==> config.mk <==
export PLATFORM = sky130hd
export DESIGN_NAME = smsr_top
export DESIGN_NICKNAME = d
export VERILOG_FILES = /design/src/smsr_pkg.sv /design/src/smsr_sync.sv /design/src/smsr_rate_gen.sv /design/src/smsr_top.sv
export SDC_FILE = /design/constraint.sdc
export NUM_CORES = 1
export LEC_CHECK = 0
export BUFFER_PORTS_ARGS = -buffer_cell sky130_fd_sc_hd__buf_2
export CORE_ASPECT_RATIO = 1.2
export CORE_UTILIZATION = 40
export CTS_BUF_LIST = sky130_fd_sc_hd__clkbuf_16
export DETAILED_ROUTE_END_ITERATION = 6
export MAX_ROUTING_LAYER = met4
export REMOVE_ABC_BUFFERS = 1
export SLEW_MARGIN = 20
export SYNTH_ARGS = -nofsm -noshare
export SYNTH_HDL_FRONTEND = slang
export SYNTH_SLANG_ARGS = --single-unit
==> constraint.sdc <==
create_clock -name clk_i -period 5.8 [get_ports clk_i]
set_input_delay 0.87 -clock clk_i [delete_from_list [all_inputs] [get_ports clk_i]]
set_output_delay 0.87 -clock clk_i [all_outputs]
set_load 0.1 [all_outputs]
==> src/smsr_pkg.sv <==
// Shared constants and types for the synchronous master serial receiver
package smsr_pkg;

  // Register byte offsets on the Wishbone bus
  localparam logic [5:0] SMSR_OFS_RCV_STAT  = 6'h00;
  localparam logic [5:0] SMSR_OFS_RCV_BUF   = 6'h04;
  localparam logic [5:0] SMSR_OFS_XMT_BUF   = 6'h08;
  localparam logic [5:0] SMSR_OFS_XMT_STAT  = 6'h0C;
  localparam logic [5:0] SMSR_OFS_RATE_LINE = 6'h10;
  localparam logic [5:0] SMSR_OFS_DIV_HIGH  = 6'h14;
  localparam logic [5:0] SMSR_OFS_DIV_LOW   = 6'h18;
  localparam logic [5:0] SMSR_OFS_IRQ_STAT  = 6'h1C;
  localparam logic [5:0] SMSR_OFS_IRQ_MASK  = 6'h20;

  // Receive status/control fields
  localparam int SMSR_RC_PORT_EN  = 7;
  localparam int SMSR_RC_NINE_SEL = 6;
  localparam int SMSR_RC_SINGLE   = 5;
  localparam int SMSR_RC_CONT     = 4;
  localparam int SMSR_RC_OVERRUN  = 1;
  localparam int SMSR_RC_NINTH    = 0;
  localparam logic [7:0] SMSR_RC_WMASK = 8'hF8;

  // Transmit status/control fields
  localparam int SMSR_TC_CLK_SRC  = 7;
  localparam int SMSR_TC_XMT_EN   = 5;
  localparam int SMSR_TC_SYNC     = 4;
  localparam int SMSR_TC_SHIFT_MT = 1;
  localparam logic [7:0] SMSR_TC_WMASK = 8'hFD;

  // Rate and line control fields
  localparam int SMSR_RL_RCV_IDLE = 6;
  localparam int SMSR_RL_POLARITY = 4;
  localparam int SMSR_RL_DIV16    = 3;
  localparam logic [7:0] SMSR_RL_WMASK = 8'h3B;

  // Interrupt status and mask fields
  localparam int SMSR_IRQ_DONE    = 0;
  localparam int SMSR_IRQ_OVERRUN = 1;
  localparam int SMSR_IRQ_W       = 2;

  // Values after reset
  localparam logic [7:0] SMSR_RST_BYTE = 8'h00;
  localparam logic [1:0] SMSR_RST_IRQ  = 2'h0;
  localparam logic [15:0] SMSR_RST_DIV = 16'h0000;
  localparam logic [3:0] SMSR_RST_CNT  = 4'h0;
  localparam logic [8:0] SMSR_RST_SHIFT = 9'h000;

  // Bits in a word, less one
  localparam logic [3:0] SMSR_LAST8 = 4'h7;
  localparam logic [3:0] SMSR_LAST9 = 4'h8;

  typedef enum logic [1:0] {
    SMSR_IDLE,
    SMSR_REST,
    SMSR_ACTIVE
  } smsr_state_t;

  // Software-visible register contents
  typedef struct packed {
    logic [7:0] rcv_stat;
    logic [7:0] rcv_buf;
    logic [7:0] xmt_buf;
    logic [7:0] xmt_stat;
    logic [7:0] rate_line;
    logic [7:0] div_high;
    logic [7:0] div_low;
    logic [SMSR_IRQ_W-1:0] irq_stat;
    logic [SMSR_IRQ_W-1:0] irq_mask;
  } smsr_regs_t;

endpackage

==> src/smsr_sync.sv <==
// Two-flop synchroniser for inputs from outside the clock domain
`timescale 1ns/1ns
module smsr_sync
  import smsr_pkg::*;
#(
  parameter int W = 1
) (
  input  wire logic         clk_i,
  input  wire logic         rst_i,
  input  wire logic         ce_i,
  input  wire logic [W-1:0] d_i,
  output logic      [W-1:0] q_o
);

  typedef struct packed {
    logic [W-1:0] meta;
    logic [W-1:0] stable;
  } smsr_sync_state_t;

  smsr_sync_state_t q;
  smsr_sync_state_t next_q;

  always_comb begin
    next_q.meta   = d_i;
    next_q.stable = q.meta;
  end

  always_ff @(posedge clk_i) begin
    if (rst_i) begin
      q <= '0;
    end else if (ce_i) begin
      q <= next_q;
    end
  end

  assign q_o = q.stable;

endmodule

==> src/smsr_rate_gen.sv <==
// Half-bit tick generator from the programmable rate divisor
`timescale 1ns/1ns
module smsr_rate_gen
  import smsr_pkg::*;
#(
  parameter int DIV_W = 16
) (
  input  wire logic             clk_i,
  input  wire logic             rst_i,
  input  wire logic             ce_i,
  input  wire logic             run_i,
  input  wire logic [DIV_W-1:0] divisor_i,
  output logic                  tick_o
);

  typedef struct packed {
    logic [DIV_W-1:0] count;
  } smsr_rate_state_t;

  smsr_rate_state_t q;
  smsr_rate_state_t next_q;

  // One tick every divisor+1 cycles while running
  always_comb begin
    next_q = q;
    tick_o = 1'b0;
    if (!run_i) begin
      next_q.count = divisor_i;
    end else if (q.count == '0) begin
      tick_o       = 1'b1;
      next_q.count = divisor_i;
    end else begin
      next_q.count = q.count - 1'b1;
    end
  end

  always_ff @(posedge clk_i) begin
    if (rst_i) begin
      q.count <= '0;
    end else if (ce_i) begin
      q <= next_q;
    end
  end

endmodule

==> src/smsr_top.sv <==
// Synchronous master serial receiver with Wishbone register slave
`timescale 1ns/1ns
module smsr_top
  import smsr_pkg::*;
(
  input  wire logic        clk_i,
  input  wire logic        rst_i,
  input  wire logic        ce_i,
  input  wire logic        cyc_i,
  input  wire logic        stb_i,
  input  wire logic        we_i,
  input  wire logic [5:0]  adr_i,
  input  wire logic [3:0]  sel_i,
  input  wire logic [31:0] dat_i,
  output logic      [31:0] dat_o,
  output logic             ack_o,
  output logic             irq_o,
  input  wire logic        serial_data_input_i,
  output logic             bidirectional_data_line_o,
  output logic             bidirectional_data_line_oe_o,
  output logic             shift_clock_line_o,
  output logic             shift_clock_line_oe_o
);

  typedef struct packed {
    smsr_regs_t  regs;
    logic        buf_full;
    smsr_state_t state;
    logic [3:0]  bit_cnt;
    logic [8:0]  shift;
    logic        clk_active;
    logic        ack;
    logic [7:0]  rdata;
  } smsr_top_state_t;

  smsr_top_state_t q;
  smsr_top_state_t next_q;

  logic        data_in;
  logic        tick;
  logic        rate_run;
  logic [15:0] divisor;

  // Byte-wide merge of a write under a writable-bit mask
  function automatic logic [7:0] merge_byte(input logic [7:0] old_v,
                                            input logic [7:0] new_v,
                                            input logic [7:0] wmask);
    merge_byte = (old_v & ~wmask) | (new_v & wmask);
  endfunction

  smsr_sync #(
    .W (1)
  ) u_data_sync (
    .clk_i (clk_i),
    .rst_i (rst_i),
    .ce_i  (ce_i),
    .d_i   (serial_data_input_i),
    .q_o   (data_in)
  );

  assign rate_run = (q.state != SMSR_IDLE);
  assign divisor  = q.regs.rate_line[SMSR_RL_DIV16] ?
                    {q.regs.div_high, q.regs.div_low} :
                    {8'h00, q.regs.div_low};

  smsr_rate_gen #(
    .DIV_W (16)
  ) u_rate_gen (
    .clk_i     (clk_i),
    .rst_i     (rst_i),
    .ce_i      (ce_i),
    .run_i     (rate_run),
    .divisor_i (divisor),
    .tick_o    (tick)
  );

  logic                  req;
  logic                  wr;
  logic                  rd;
  logic [7:0]            wbyte;
  logic                  port_on;
  logic                  rx_enable;
  logic                  single_en;
  logic                  cont_en;
  logic                  xmt_en;
  logic [8:0]            new_shift;
  logic [3:0]            last_bit;
  logic                  word_done;
  logic [7:0]            word_low;
  logic                  word_ninth;
  logic [SMSR_IRQ_W-1:0] events;
  logic [7:0]            rd_byte;

  always_comb begin
    next_q     = q;
    req        = cyc_i & stb_i & ~q.ack;
    wr         = req & we_i & sel_i[0];
    rd         = req & ~we_i;
    wbyte      = dat_i[7:0];
    events     = '0;
    word_done  = 1'b0;
    rd_byte    = 8'h00;

    next_q.ack = req;

    // Register writes
    if (wr) begin
      unique case (adr_i)
        SMSR_OFS_RCV_STAT: begin
          next_q.regs.rcv_stat = merge_byte(q.regs.rcv_stat, wbyte, SMSR_RC_WMASK);
        end
        SMSR_OFS_XMT_BUF: begin
          next_q.regs.xmt_buf = wbyte;
        end
        SMSR_OFS_XMT_STAT: begin
          next_q.regs.xmt_stat = merge_byte(q.regs.xmt_stat, wbyte, SMSR_TC_WMASK);
        end
        SMSR_OFS_RATE_LINE: begin
          next_q.regs.rate_line = merge_byte(q.regs.rate_line, wbyte, SMSR_RL_WMASK);
        end
        SMSR_OFS_DIV_HIGH: begin
          next_q.regs.div_high = wbyte;
        end
        SMSR_OFS_DIV_LOW: begin
          next_q.regs.div_low = wbyte;
        end
        SMSR_OFS_IRQ_MASK: begin
          next_q.regs.irq_mask = wbyte[SMSR_IRQ_W-1:0];
        end
        default: begin
        end
      endcase
    end

    // Clearing continuous enable clears a pending overrun
    if (!next_q.regs.rcv_stat[SMSR_RC_CONT]) begin
      next_q.regs.rcv_stat[SMSR_RC_OVERRUN] = 1'b0;
    end

    // Register reads with their side effects
    if (rd) begin
      unique case (adr_i)
        SMSR_OFS_RCV_STAT: begin
          rd_byte = q.regs.rcv_stat;
        end
        SMSR_OFS_RCV_BUF: begin
          rd_byte         = q.regs.rcv_buf;
          next_q.buf_full = 1'b0;
        end
        SMSR_OFS_XMT_BUF: begin
          rd_byte = q.regs.xmt_buf;
        end
        SMSR_OFS_XMT_STAT: begin
          rd_byte = q.regs.xmt_stat;
          rd_byte[SMSR_TC_SHIFT_MT] = 1'b1;
        end
        SMSR_OFS_RATE_LINE: begin
          rd_byte = q.regs.rate_line;
          rd_byte[SMSR_RL_RCV_IDLE] = (q.state == SMSR_IDLE);
        end
        SMSR_OFS_DIV_HIGH: begin
          rd_byte = q.regs.div_high;
        end
        SMSR_OFS_DIV_LOW: begin
          rd_byte = q.regs.div_low;
        end
        SMSR_OFS_IRQ_STAT: begin
          rd_byte = {6'h00, q.regs.irq_stat};
          next_q.regs.irq_stat = '0;
        end
        SMSR_OFS_IRQ_MASK: begin
          rd_byte = {6'h00, q.regs.irq_mask};
        end
        default: begin
          rd_byte = 8'h00;
        end
      endcase
      next_q.rdata = rd_byte;
    end

    // Receive engine
    port_on   = q.regs.rcv_stat[SMSR_RC_PORT_EN] & q.regs.xmt_stat[SMSR_TC_SYNC]
                & q.regs.xmt_stat[SMSR_TC_CLK_SRC];
    single_en = q.regs.rcv_stat[SMSR_RC_SINGLE];
    cont_en   = q.regs.rcv_stat[SMSR_RC_CONT];
    xmt_en    = q.regs.xmt_stat[SMSR_TC_XMT_EN];
    rx_enable = port_on & (single_en | cont_en) & ~xmt_en;
    new_shift = {data_in, q.shift[8:1]};
    last_bit  = q.regs.rcv_stat[SMSR_RC_NINE_SEL] ? SMSR_LAST9 : SMSR_LAST8;
    word_low  = q.regs.rcv_stat[SMSR_RC_NINE_SEL] ? new_shift[7:0] : new_shift[8:1];
    word_ninth = q.regs.rcv_stat[SMSR_RC_NINE_SEL] & new_shift[8];

    unique case (q.state)
      SMSR_IDLE: begin
        next_q.clk_active = 1'b0;
        if (rx_enable) begin
          next_q.state   = SMSR_REST;
          next_q.bit_cnt = SMSR_RST_CNT;
          next_q.shift   = SMSR_RST_SHIFT;
        end
      end
      SMSR_REST: begin
        if (!rx_enable) begin
          next_q.state = SMSR_IDLE;
        end else if (tick) begin
          next_q.state      = SMSR_ACTIVE;
          next_q.clk_active = 1'b1;
        end
      end
      SMSR_ACTIVE: begin
        if (!rx_enable) begin
          next_q.state      = SMSR_IDLE;
          next_q.clk_active = 1'b0;
        end else if (tick) begin
          next_q.clk_active = 1'b0;
          next_q.shift      = new_shift;
          next_q.bit_cnt    = q.bit_cnt + 4'h1;
          next_q.state      = SMSR_REST;
          if (q.bit_cnt == last_bit) begin
            word_done      = 1'b1;
            next_q.bit_cnt = SMSR_RST_CNT;
            if (!cont_en) begin
              next_q.state = SMSR_IDLE;
              next_q.regs.rcv_stat[SMSR_RC_SINGLE] = 1'b0;
            end
          end
        end
      end
      default: begin
        next_q.state = SMSR_IDLE;
      end
    endcase

    // Word completion: deliver or flag overrun
    if (word_done) begin
      if (next_q.buf_full) begin
        events[SMSR_IRQ_OVERRUN] = 1'b1;
        next_q.regs.rcv_stat[SMSR_RC_OVERRUN] = 1'b1;
      end else begin
        events[SMSR_IRQ_DONE] = 1'b1;
        next_q.buf_full     = 1'b1;
        next_q.regs.rcv_buf = word_low;
        next_q.regs.rcv_stat[SMSR_RC_NINTH] = word_ninth;
      end
    end

    // Events set sticky bits; a set wins over a read clear
    next_q.regs.irq_stat = next_q.regs.irq_stat | events;
  end

  always_ff @(posedge clk_i) begin
    if (rst_i) begin
      q.regs.rcv_stat  <= SMSR_RST_BYTE;
      q.regs.rcv_buf   <= SMSR_RST_BYTE;
      q.regs.xmt_buf   <= SMSR_RST_BYTE;
      q.regs.xmt_stat  <= SMSR_RST_BYTE;
      q.regs.rate_line <= SMSR_RST_BYTE;
      q.regs.div_high  <= SMSR_RST_BYTE;
      q.regs.div_low   <= SMSR_RST_BYTE;
      q.regs.irq_stat  <= SMSR_RST_IRQ;
      q.regs.irq_mask  <= SMSR_RST_IRQ;
      q.buf_full       <= 1'b0;
      q.state          <= SMSR_IDLE;
      q.bit_cnt        <= SMSR_RST_CNT;
      q.shift          <= SMSR_RST_SHIFT;
      q.clk_active     <= 1'b0;
      q.ack            <= 1'b0;
      q.rdata          <= SMSR_RST_BYTE;
    end else if (ce_i) begin
      q <= next_q;
    end
  end

  assign ack_o = q.ack;
  assign dat_o = {24'h00_0000, q.rdata};
  assign irq_o = |(q.regs.irq_stat & q.regs.irq_mask);

  // Pin assignment follows the port enable
  assign shift_clock_line_oe_o = port_on;
  assign shift_clock_line_o    = q.clk_active ^ q.regs.rate_line[SMSR_RL_POLARITY];
  assign bidirectional_data_line_oe_o = q.regs.rcv_stat[SMSR_RC_PORT_EN]
                                        & xmt_en & (q.state == SMSR_IDLE);
  assign bidirectional_data_line_o    = 1'b1;

endmodule

# After elaboration in Yosys (flattened, before gate mapping)
# Index checks and enable logic that the tools add are counted.
# word_totals
reg_bits,104
wordCells,127
output_inout_bits,38
input_bits,49
# classes
n_mux,45
n_eq_ne,18
reduce_logical,19
addsub,2
n_bitwise,23
# ops
cell,n
8-bit case mux with 9 select lines,1
16-bit two-way mux,4
13-bit case mux with 2 select lines,1
6-bit by 5-bit == test with 1-bit output (second input constant),4
3-bit AND reduction,8
1-bit two-way mux,22
16-bit zero test,1
16-bit by 1-bit subtractor with 16-bit output (second input constant),1
15-bit two-way mux,1
13-bit two-way mux,1
1-bit bitwise AND,12
6-bit by 4-bit == test with 1-bit output (second input constant),2
2-bit two-way mux,6
6-bit two-way mux,2
10-bit two-way mux,1
2-bit != test (second input constant),5
5-bit AND reduction,2
9-bit two-way mux,1
8-bit two-way mux,1
2-bit by 8-bit OR with 8-bit output,1
3-bit by 8-bit OR with 8-bit output,1
8-bit by 6-bit OR with 8-bit output,1
6-bit by 3-bit == test with 1-bit output (second input constant),1
6-bit == test (second input constant),1
21 further kinds,26

# Logic depth before layout (Yosys ltp)
# Gate-level depths: netlist of the first run.
# logic_depth
word_depth,10
mapped_depth,9
mapped_depth_nobuf,7

# Cells and area by module
# Synthesis of the first run repeated with hierarchy kept, for this count alone.
# hier_totals
hier_cells,612
hier_area_um2,5450.2
# by_module_without_submodules
module,instances,cells_each,area_each_um2
smsr_top,1,467,4231.6
smsr_rate_gen,1,139,1151.1
smsr_sync,1,6,67.6

# Worst setup path after synthesis of the first run
# OpenSTA, ideal clock, no wires.
# synth_timing
kind,reg2out
start,reg q[50] (netlist bit)
end,out shift_clock_line_o
slack_ns,3.155
arrival_time_ns,1.775
path_stages_with_launch,2
path_buffers,0
cell_sequence,dfxtp_1 -> xor2_1
# synth_via
elab_chain_cells,1
# synth_lines
element,line_no,text
from (decl),smsr_top.sv:36,smsr_top_state_t q;
from (signal assigned),smsr_top.sv:270,q <= next_q;
1-bit bitwise XOR,smsr_top.sv:280,assign shift_clock_line_o = q.clk_active ^ q.regs.rate_line[SMSR_RL_POLARITY];
to (decl),smsr_top.sv:21,"output logic shift_clock_line_o,"
# Every way passes these cells.

# Final worst setup path of the first run
# layout_timing
start,reg q[23] (netlist bit)
end,out bidirectional_data_line_oe_o
# layout_via
elab_chain_cells,2
# layout_lines
element,line_no,text
2-bit zero test,smsr_top.sv:282,& xmt_en & (q.state == SMSR_IDLE);
1-bit bitwise AND,smsr_top.sv:282,
to (decl),smsr_top.sv:20,"output logic bidirectional_data_line_oe_o,"
# Every way passes these cells.

==> results of run 1 <==
==> cells by family after synthesis <==
kind of cell,Yosys count
compound gates,124
mux,68
other cells,2
xor+xnor,2
buf+inv,76
fa+ha+maj,3
simple gates,215
flops,98
==> layout make-up <==
cell class	instances	area, um^2	area share
well taps	164	205	0.0366
clock buffers	9	225	0.0402
clock inverters	7	52.6	0.00938
inverters	8	30.0	0.00536
flip-flops and latches	98	1960	0.350
repair buffers	38	203	0.0362
multi-input cells	437	2920	0.522
==> power groups by stage <==
stage	Combinational [mW]	Clock [mW]	Sequential (mW)
after floorplan	0.105	0	0.694
after global placement	0.153	0	0.693
after detailed placement	0.154	0	0.693
after CTS	0.154	0.578	0.678
after global routing	0.163	0.602	0.678
final	0.155	0.567	0.678
==> synthesized netlist by cell type (all sizes together), types with 3 or more instances <==
library cell | count | area (um^2)
nor2 | 67 | 277
o22ai | 3 | 25.0
mux4 | 8 | 180
o21ai | 29 | 145
a311oi | 4 | 35.0
a22o | 5 | 43.8
dfxtp | 98 | 1960
nand2 | 46 | 173
nor4 | 6 | 58.8
buf | 46 | 318
mux2i | 58 | 581
nand3b | 6 | 45.0
and3 | 4 | 25.0
nand3 | 22 | 120
a22oi | 7 | 52.6
nor4b | 3 | 47.5
a211oi | 6 | 50.1
or4 | 3 | 26.3
nand4 | 5 | 31.3
a31oi | 8 | 50.1
ha | 3 | 37.5
inv | 8 | 30.0
nor3 | 15 | 97.6
clkbuf | 22 | 82.6
a21oi | 30 | 150
o32ai | 4 | 35.0
nor2b | 13 | 81.3
o31ai | 15 | 113
or3 | 8 | 61.3
nand2b | 6 | 37.5
==> routing by layer <==
layer	GRT usage	wire length [um]	vias up
met1	0.249	5610	2037
met3	0.0291	430	15
met5	-	0	-
met2	0.337	6410	115
met4	0.0637	228	0
li1	-	-	2087
==> registers in the layout, indices dropped and copies added, names as in the netlist <==
| signal | flops |
|---|---|
| u_rate_gen.q | 16 |
| cont_en | 1 |
| u_data_sync.q_o | 1 |
| ack_o | 1 |
| q | 62 |
| dat_o | 8 |
| new_shift | 8 |
| u_data_sync.next_q | 1 |
==> critical path: cells and delay by family, from the launching register on <==
kind	cells	cell delay (ns)
DFF	1	0.42
and+or+nand+nor	2	0.92
buffers and inverters	1	0.43
==> through the flow <==
step                      setup WS (ns)  std cells  cell area [um^2]  hold WS [ns]  utilization
after floorplan                    3.15        543              4920         0.425            -
after global placement             2.61        744              5320         0.436        0.418
after detailed placement           2.55        744              5320         0.442        0.418
after CTS                          2.80        760              5590         0.455        0.440
after global routing               2.70        761              5600         0.487        0.440
final                              2.83        761              5600         0.450        0.440
==> path summary, 6_finish.rpt <==
kind                         from  depth (start not counted)                      endpoint
hold / removal           dat_o[1]                          2                      dat_o[1]
setup / recovery            q[23]                          3  bidirectional_data_line_oe_o
setup reg to reg  u_rate_gen.q[0]                          7                         q[22]
hold reg to reg          dat_o[1]                          2                      dat_o[1]
==> metrics.yaml, run 1 <==
final_cell_mix: "sky130_fd_sc_hd__dfxtp_1, sky130_fd_sc_hd__nor2_1, sky130_fd_sc_hd__mux2i_1"
fin_worst_skew_ns: 0.00880
syn-mean-instance-area_um2: 8.89
starting_density_of_the_core: 0.411
finish.net_count: 644
clk_transition_reported_paths_ns: 0.06
firstDrtPassIters: 5
leakage_nw: 1.92
clock-sinks: 98
drtIter0Drc: 264
wl_per_cell_um: 16.7
crit_arrival_ns: 2.10
worst_path_largest_cell_delay_ns: 0.65
synth_cells: 588
grt_usage: 0.201
cts-buffers-inserted: 9
run_status: "completed"
die-area_um2: 13500
critical_path_required_ns: 4.93
slew_headroom: 0.448
via_per_inst: 5.59
post_cts_resize_count: 0
fmax_ghz: 0.336
power_density_nw_per_um2: 250
number_of_global_route_vias_before_repair: 4033
dp.final_hpwl_um: 9070
synth_cell_type_count: 68
io_pins: 87
post-layout-total-power_mw: 1.40
core_area_um2: 12700
io_buffers: 34
worst_ir_drop_vdd_v: 0.000152
tritoncts: "done"
layout_commonest_cell: "sky130_fd_sc_hd__dfxtp_1"
worst_setup_path_end_kind: "output port"
synth_simple_gate_area_share: 0.224
timing.final.max_slew_violations: 0
synth_ff_type: "sky130_fd_sc_hd__dfxtp_1"
clock_tree.buffer_depth: 2
synth-compound-area-share: 0.156
switching_part_of_the_total: 0.268
fp.dieW_um: 106
rows: 45
area.growth.synth_to_final_pct: 7.11
p_int_mw: 1.02
post_synth_fa_ha_maj_area_fraction: 0.00718
number_of_hold_violations_in_the_final_report: 0
route.detailed.drc: 0
clock_insertion_delay_worst_skew_ns: 0.34
cap_viol_max_count: 0
worst_pin_slew_ns: 0.827
fin_crit_sh: 0.513
path_class: "register to output port"
n_antenna_cell: 0
clock_tree.root_cell: "sky130_fd_sc_hd__clkbuf_16"
synth-edff-count: 0
layout_min_cycle_time_ns: 2.97
synth.yosys.seq_area_share: 0.375
ctsHoldBuffers: 0
grt-ovfl-total: 0
h-tree-depth: 3
num_vias: 4254
ys_ff_latch: 98
path_max_fanout: 12
synth.mux.area_fraction: 0.150
rsz0062_at_grt: "no"
dominant_combinational_cell_family_by_area_after_synthesis: "simple AND/OR/NAND/NOR gates"
globalplace.congestion: 0.872
synth_xor_area_frac: 0.00335
post_cts_buffers: 0
timing.reg2reg.setup_slack_ns: 3.13
synth.cell_area_um2: 5230
timing.setup.tns_ns: 0
postRouteAntennaNets: 0
grt_start_max_net_pins: 56
yosysWarnings: 0
async_flop_share: 0
die_h_um: 127
crit_slowest_cell: "sky130_fd_sc_hd__nor2_1"
power.share.combinational: 0.111
power.clock.fraction: 0.405
fillers: 1310
grt_pass1_wl_um: 20700
antenna_found_initial: 0
min_delay_worst_type: "register to register"
drive_above_1_share: 0.134
p_sw_uw: 375
share_seq_of_total_power: 0.485
finalWirelength_um: 12700
worstPathCellList: "nor2_1, and3_1, buf_2"
timing.final.setup_violations: 0
startpoint_type: "register"
No activity file was read; power rests on OpenSTA's default activity.
==> run 2, diff against run 1 <==
==> constraint.sdc (replaced) <==
create_clock -name clk_i -period 2.95 [get_ports clk_i]
set_input_delay 0.4425 -clock clk_i [delete_from_list [all_inputs] [get_ports clk_i]]
set_output_delay 0.4425 -clock clk_i [all_outputs]
set_load 0.1 [all_outputs]
==> run 2 against run 1 <==
  * Final area rose by 1.2%
  * Critical path depth rose by 4
  * Via count fell by 0.35%
  * Register-to-register slack got worse by 2.5 ns
  * Clock-buffer cell count did not move
  * Combinational power rose by 100%
  * Sequential share of layout area fell by 0.43 points
  * Clock power rose by 99%
  * Wire length rose by 0.62%
  * Power rose by 98%
  * Critical path type is now register to register
  * Critical endpoint is now u_rate_gen.q[5]
  * Highest routed layer unchanged
==> metrics.yaml, run 2 (synthesis results as in run 1) <==
rsz0062_at_grt: "no"
whs_ns: 0.342  # -0.108 ns
largest_register_ffs: 62  # unchanged
firstDrtPassIters: 5  # unchanged
layout_min_cycle_time_ns: 2.34
final_cell_mix: "sky130_fd_sc_hd__dfxtp_1, sky130_fd_sc_hd__nor2_1, sky130_fd_sc_hd__mux2i_1"
slew_headroom: 0.401  # -0.0462
die-area_um2: 13500  # unchanged
startpoint_type: "register"
ctsHoldBuffers: 0  # unchanged
drtIter0Drc: 275  # +4.2%
top_regs: "q: 62 flops, u_rate_gen.q: 16 flops"
clock_insertion_delay_worst_skew_ns: 0.34  # about the same
finalWirelength_um: 12800  # +0.62%
n_antenna_cell: 0  # unchanged
leakage_nw: 1.97  # +2.5%
clock-sinks: 98  # unchanged
path_class: "register to register"
h-tree-depth: 3  # unchanged
clock_tree.buffer_depth: 2  # unchanged
fmax_ghz: 0.428
post_cts_resize_count: 0  # unchanged
timing.setup.tns_ns: 0  # unchanged
holdPathEnd: "u_data_sync.next_q[0]"
cap_viol_max_count: 0  # unchanged
setup_ws_ns: 0.614  # -2.21 ns
grt_start_max_net_pins: 90  # +61%
postRouteAntennaNets: 0  # unchanged
finish.net_count: 653  # +1.4%
detailedPlace.worstSlack_ns: 0.310  # -2.24 ns
timing.final.setup_violations: 0  # unchanged
die_h_um: 127  # unchanged
globalplace.congestion: 0.888  # +1.7%
post_cts_buffers: 0  # unchanged
number_of_hold_violations_in_the_final_report: 0  # unchanged
timing.final.max_slew_violations: 0  # unchanged
fp.dieW_um: 106  # unchanged
fillers: 1259  # -3.9%
path_max_fanout: 15  # +3
grt_usage: 0.201  # -0.000225
starting_density_of_the_core: 0.411  # unchanged
worst_setup_path_end_kind: "register"
worst_ir_drop_vdd_v: 0.000285  # +87%
grt_pass1_wl_um: 20600  # -0.90%
final_cells: 769  # +1.1%
num_vias: 4239  # -0.35%
timing.hold.worst.start: "serial_data_input_i"
fin_crit_sh: 0.792
number_of_placed_instances_taps_included: 754  # +1.3%
worst-r2r-cell-count: 7  # unchanged
clk_transition_reported_paths_ns: 0.07  # about the same
crit_arrival_ns: 2.56  # +0.46 ns
multi_input_area_um2: 2930  # about the same
tritoncts: "done"
core_area_um2: 12700  # unchanged
seq_area_um2: 1960  # unchanged
grt-ovfl-total: 0  # unchanged
antenna_found_initial: 0  # unchanged
fin_worst_skew_ns: 0.00676  # -0.00204 ns
final_core_util: 0.446  # +0.00541
layout_commonest_cell: "sky130_fd_sc_hd__dfxtp_1"
hold_depth: 3  # +1
critical_path_required_ns: 3.18  # -1.75 ns
route.detailed.drc: 0  # unchanged
timing.reg2reg.setup_slack_ns: 0.61  # -2.52 ns
cts-buffers-inserted: 9  # unchanged
min_delay_worst_type: "input pin to register"
worst_pin_slew_ns: 0.898  # +0.0711 ns
drive_above_1_share: 0.152  # +0.0181
power_density_nw_per_um2: 489  # +96%
dp.final_hpwl_um: 9180  # +1.2%
io_pins: 87  # unchanged
wl_per_cell_um: 16.6  # -0.42%
io_buffers: 34  # unchanged
via_per_inst: 5.51  # -1.4%
max_flop_register: "q"
run_status: "completed"
regToRegEndpoint: "u_rate_gen.q[5]"
clock_tree.root_cell: "sky130_fd_sc_hd__clkbuf_16"
rows: 45  # unchanged
number_of_global_route_vias_before_repair: 3924  # -2.7%
r2r-start: "u_rate_gen.q[0]"
area.growth.synth_to_final_pct: 8.42
-- run 2: routing by layer --
metal  global-route usage  vias to the layer above  routed length [um]
li1                     -                     2105                   -
met1                0.250                     2007                5600
met2                0.330                      104                6410
met3               0.0230                       23                 445
met4               0.0842                        0                 306
met5                    -                        -                   0
-- run 2: per-stage QoR --
step                power (mW)  instance area [um^2]
finish                    2.77                  5670
global route              2.87                  5670
CTS                       2.80                  5670
detailed placement        1.67                  5390
global placement          1.67                  5390
floorplan                 1.57                  4920
-- run 2: cell type report --
type,instances,share of cell area
Clock buffer,9,0.0397
Clock inverter,6,0.00905
Inverter,8,0.00530
Multi-Input combinational cell,437,0.516
Sequential cell,98,0.346
Tap cell,164,0.0362
Timing Repair Buffer,47,0.0477
-- run 2: worst max-delay path: stages, from the launching register on --
cell	delay [ns]
sky130_fd_sc_hd__dfxtp_1	0.40
sky130_fd_sc_hd__inv_1	0.09
sky130_fd_sc_hd__ha_1	0.21
sky130_fd_sc_hd__nor4b_2	0.18
sky130_fd_sc_hd__and4_1	0.27
sky130_fd_sc_hd__nor2_2	0.59
sky130_fd_sc_hd__o21ai_1	0.10
sky130_fd_sc_hd__a2111oi_0	0.39
-- run 2: worst max-delay path by stage --
stage,start,end,depth (start not counted)
after floorplan,q[85],q[22],5
after global placement,u_rate_gen.q[0],u_rate_gen.q[5],7
after detailed placement,u_rate_gen.q[0],u_rate_gen.q[5],7
after CTS,u_rate_gen.q[0],u_rate_gen.q[5],7
after global routing,u_rate_gen.q[0],q[74],7
final,u_rate_gen.q[0],u_rate_gen.q[5],7
-- run 2: power breakdown --
group          internal [mW]  leakage (nW)  switching (mW)
sequential              1.33         0.790         0.00578
combinational         0.0542          1.03           0.258
clock                  0.641         0.145           0.486
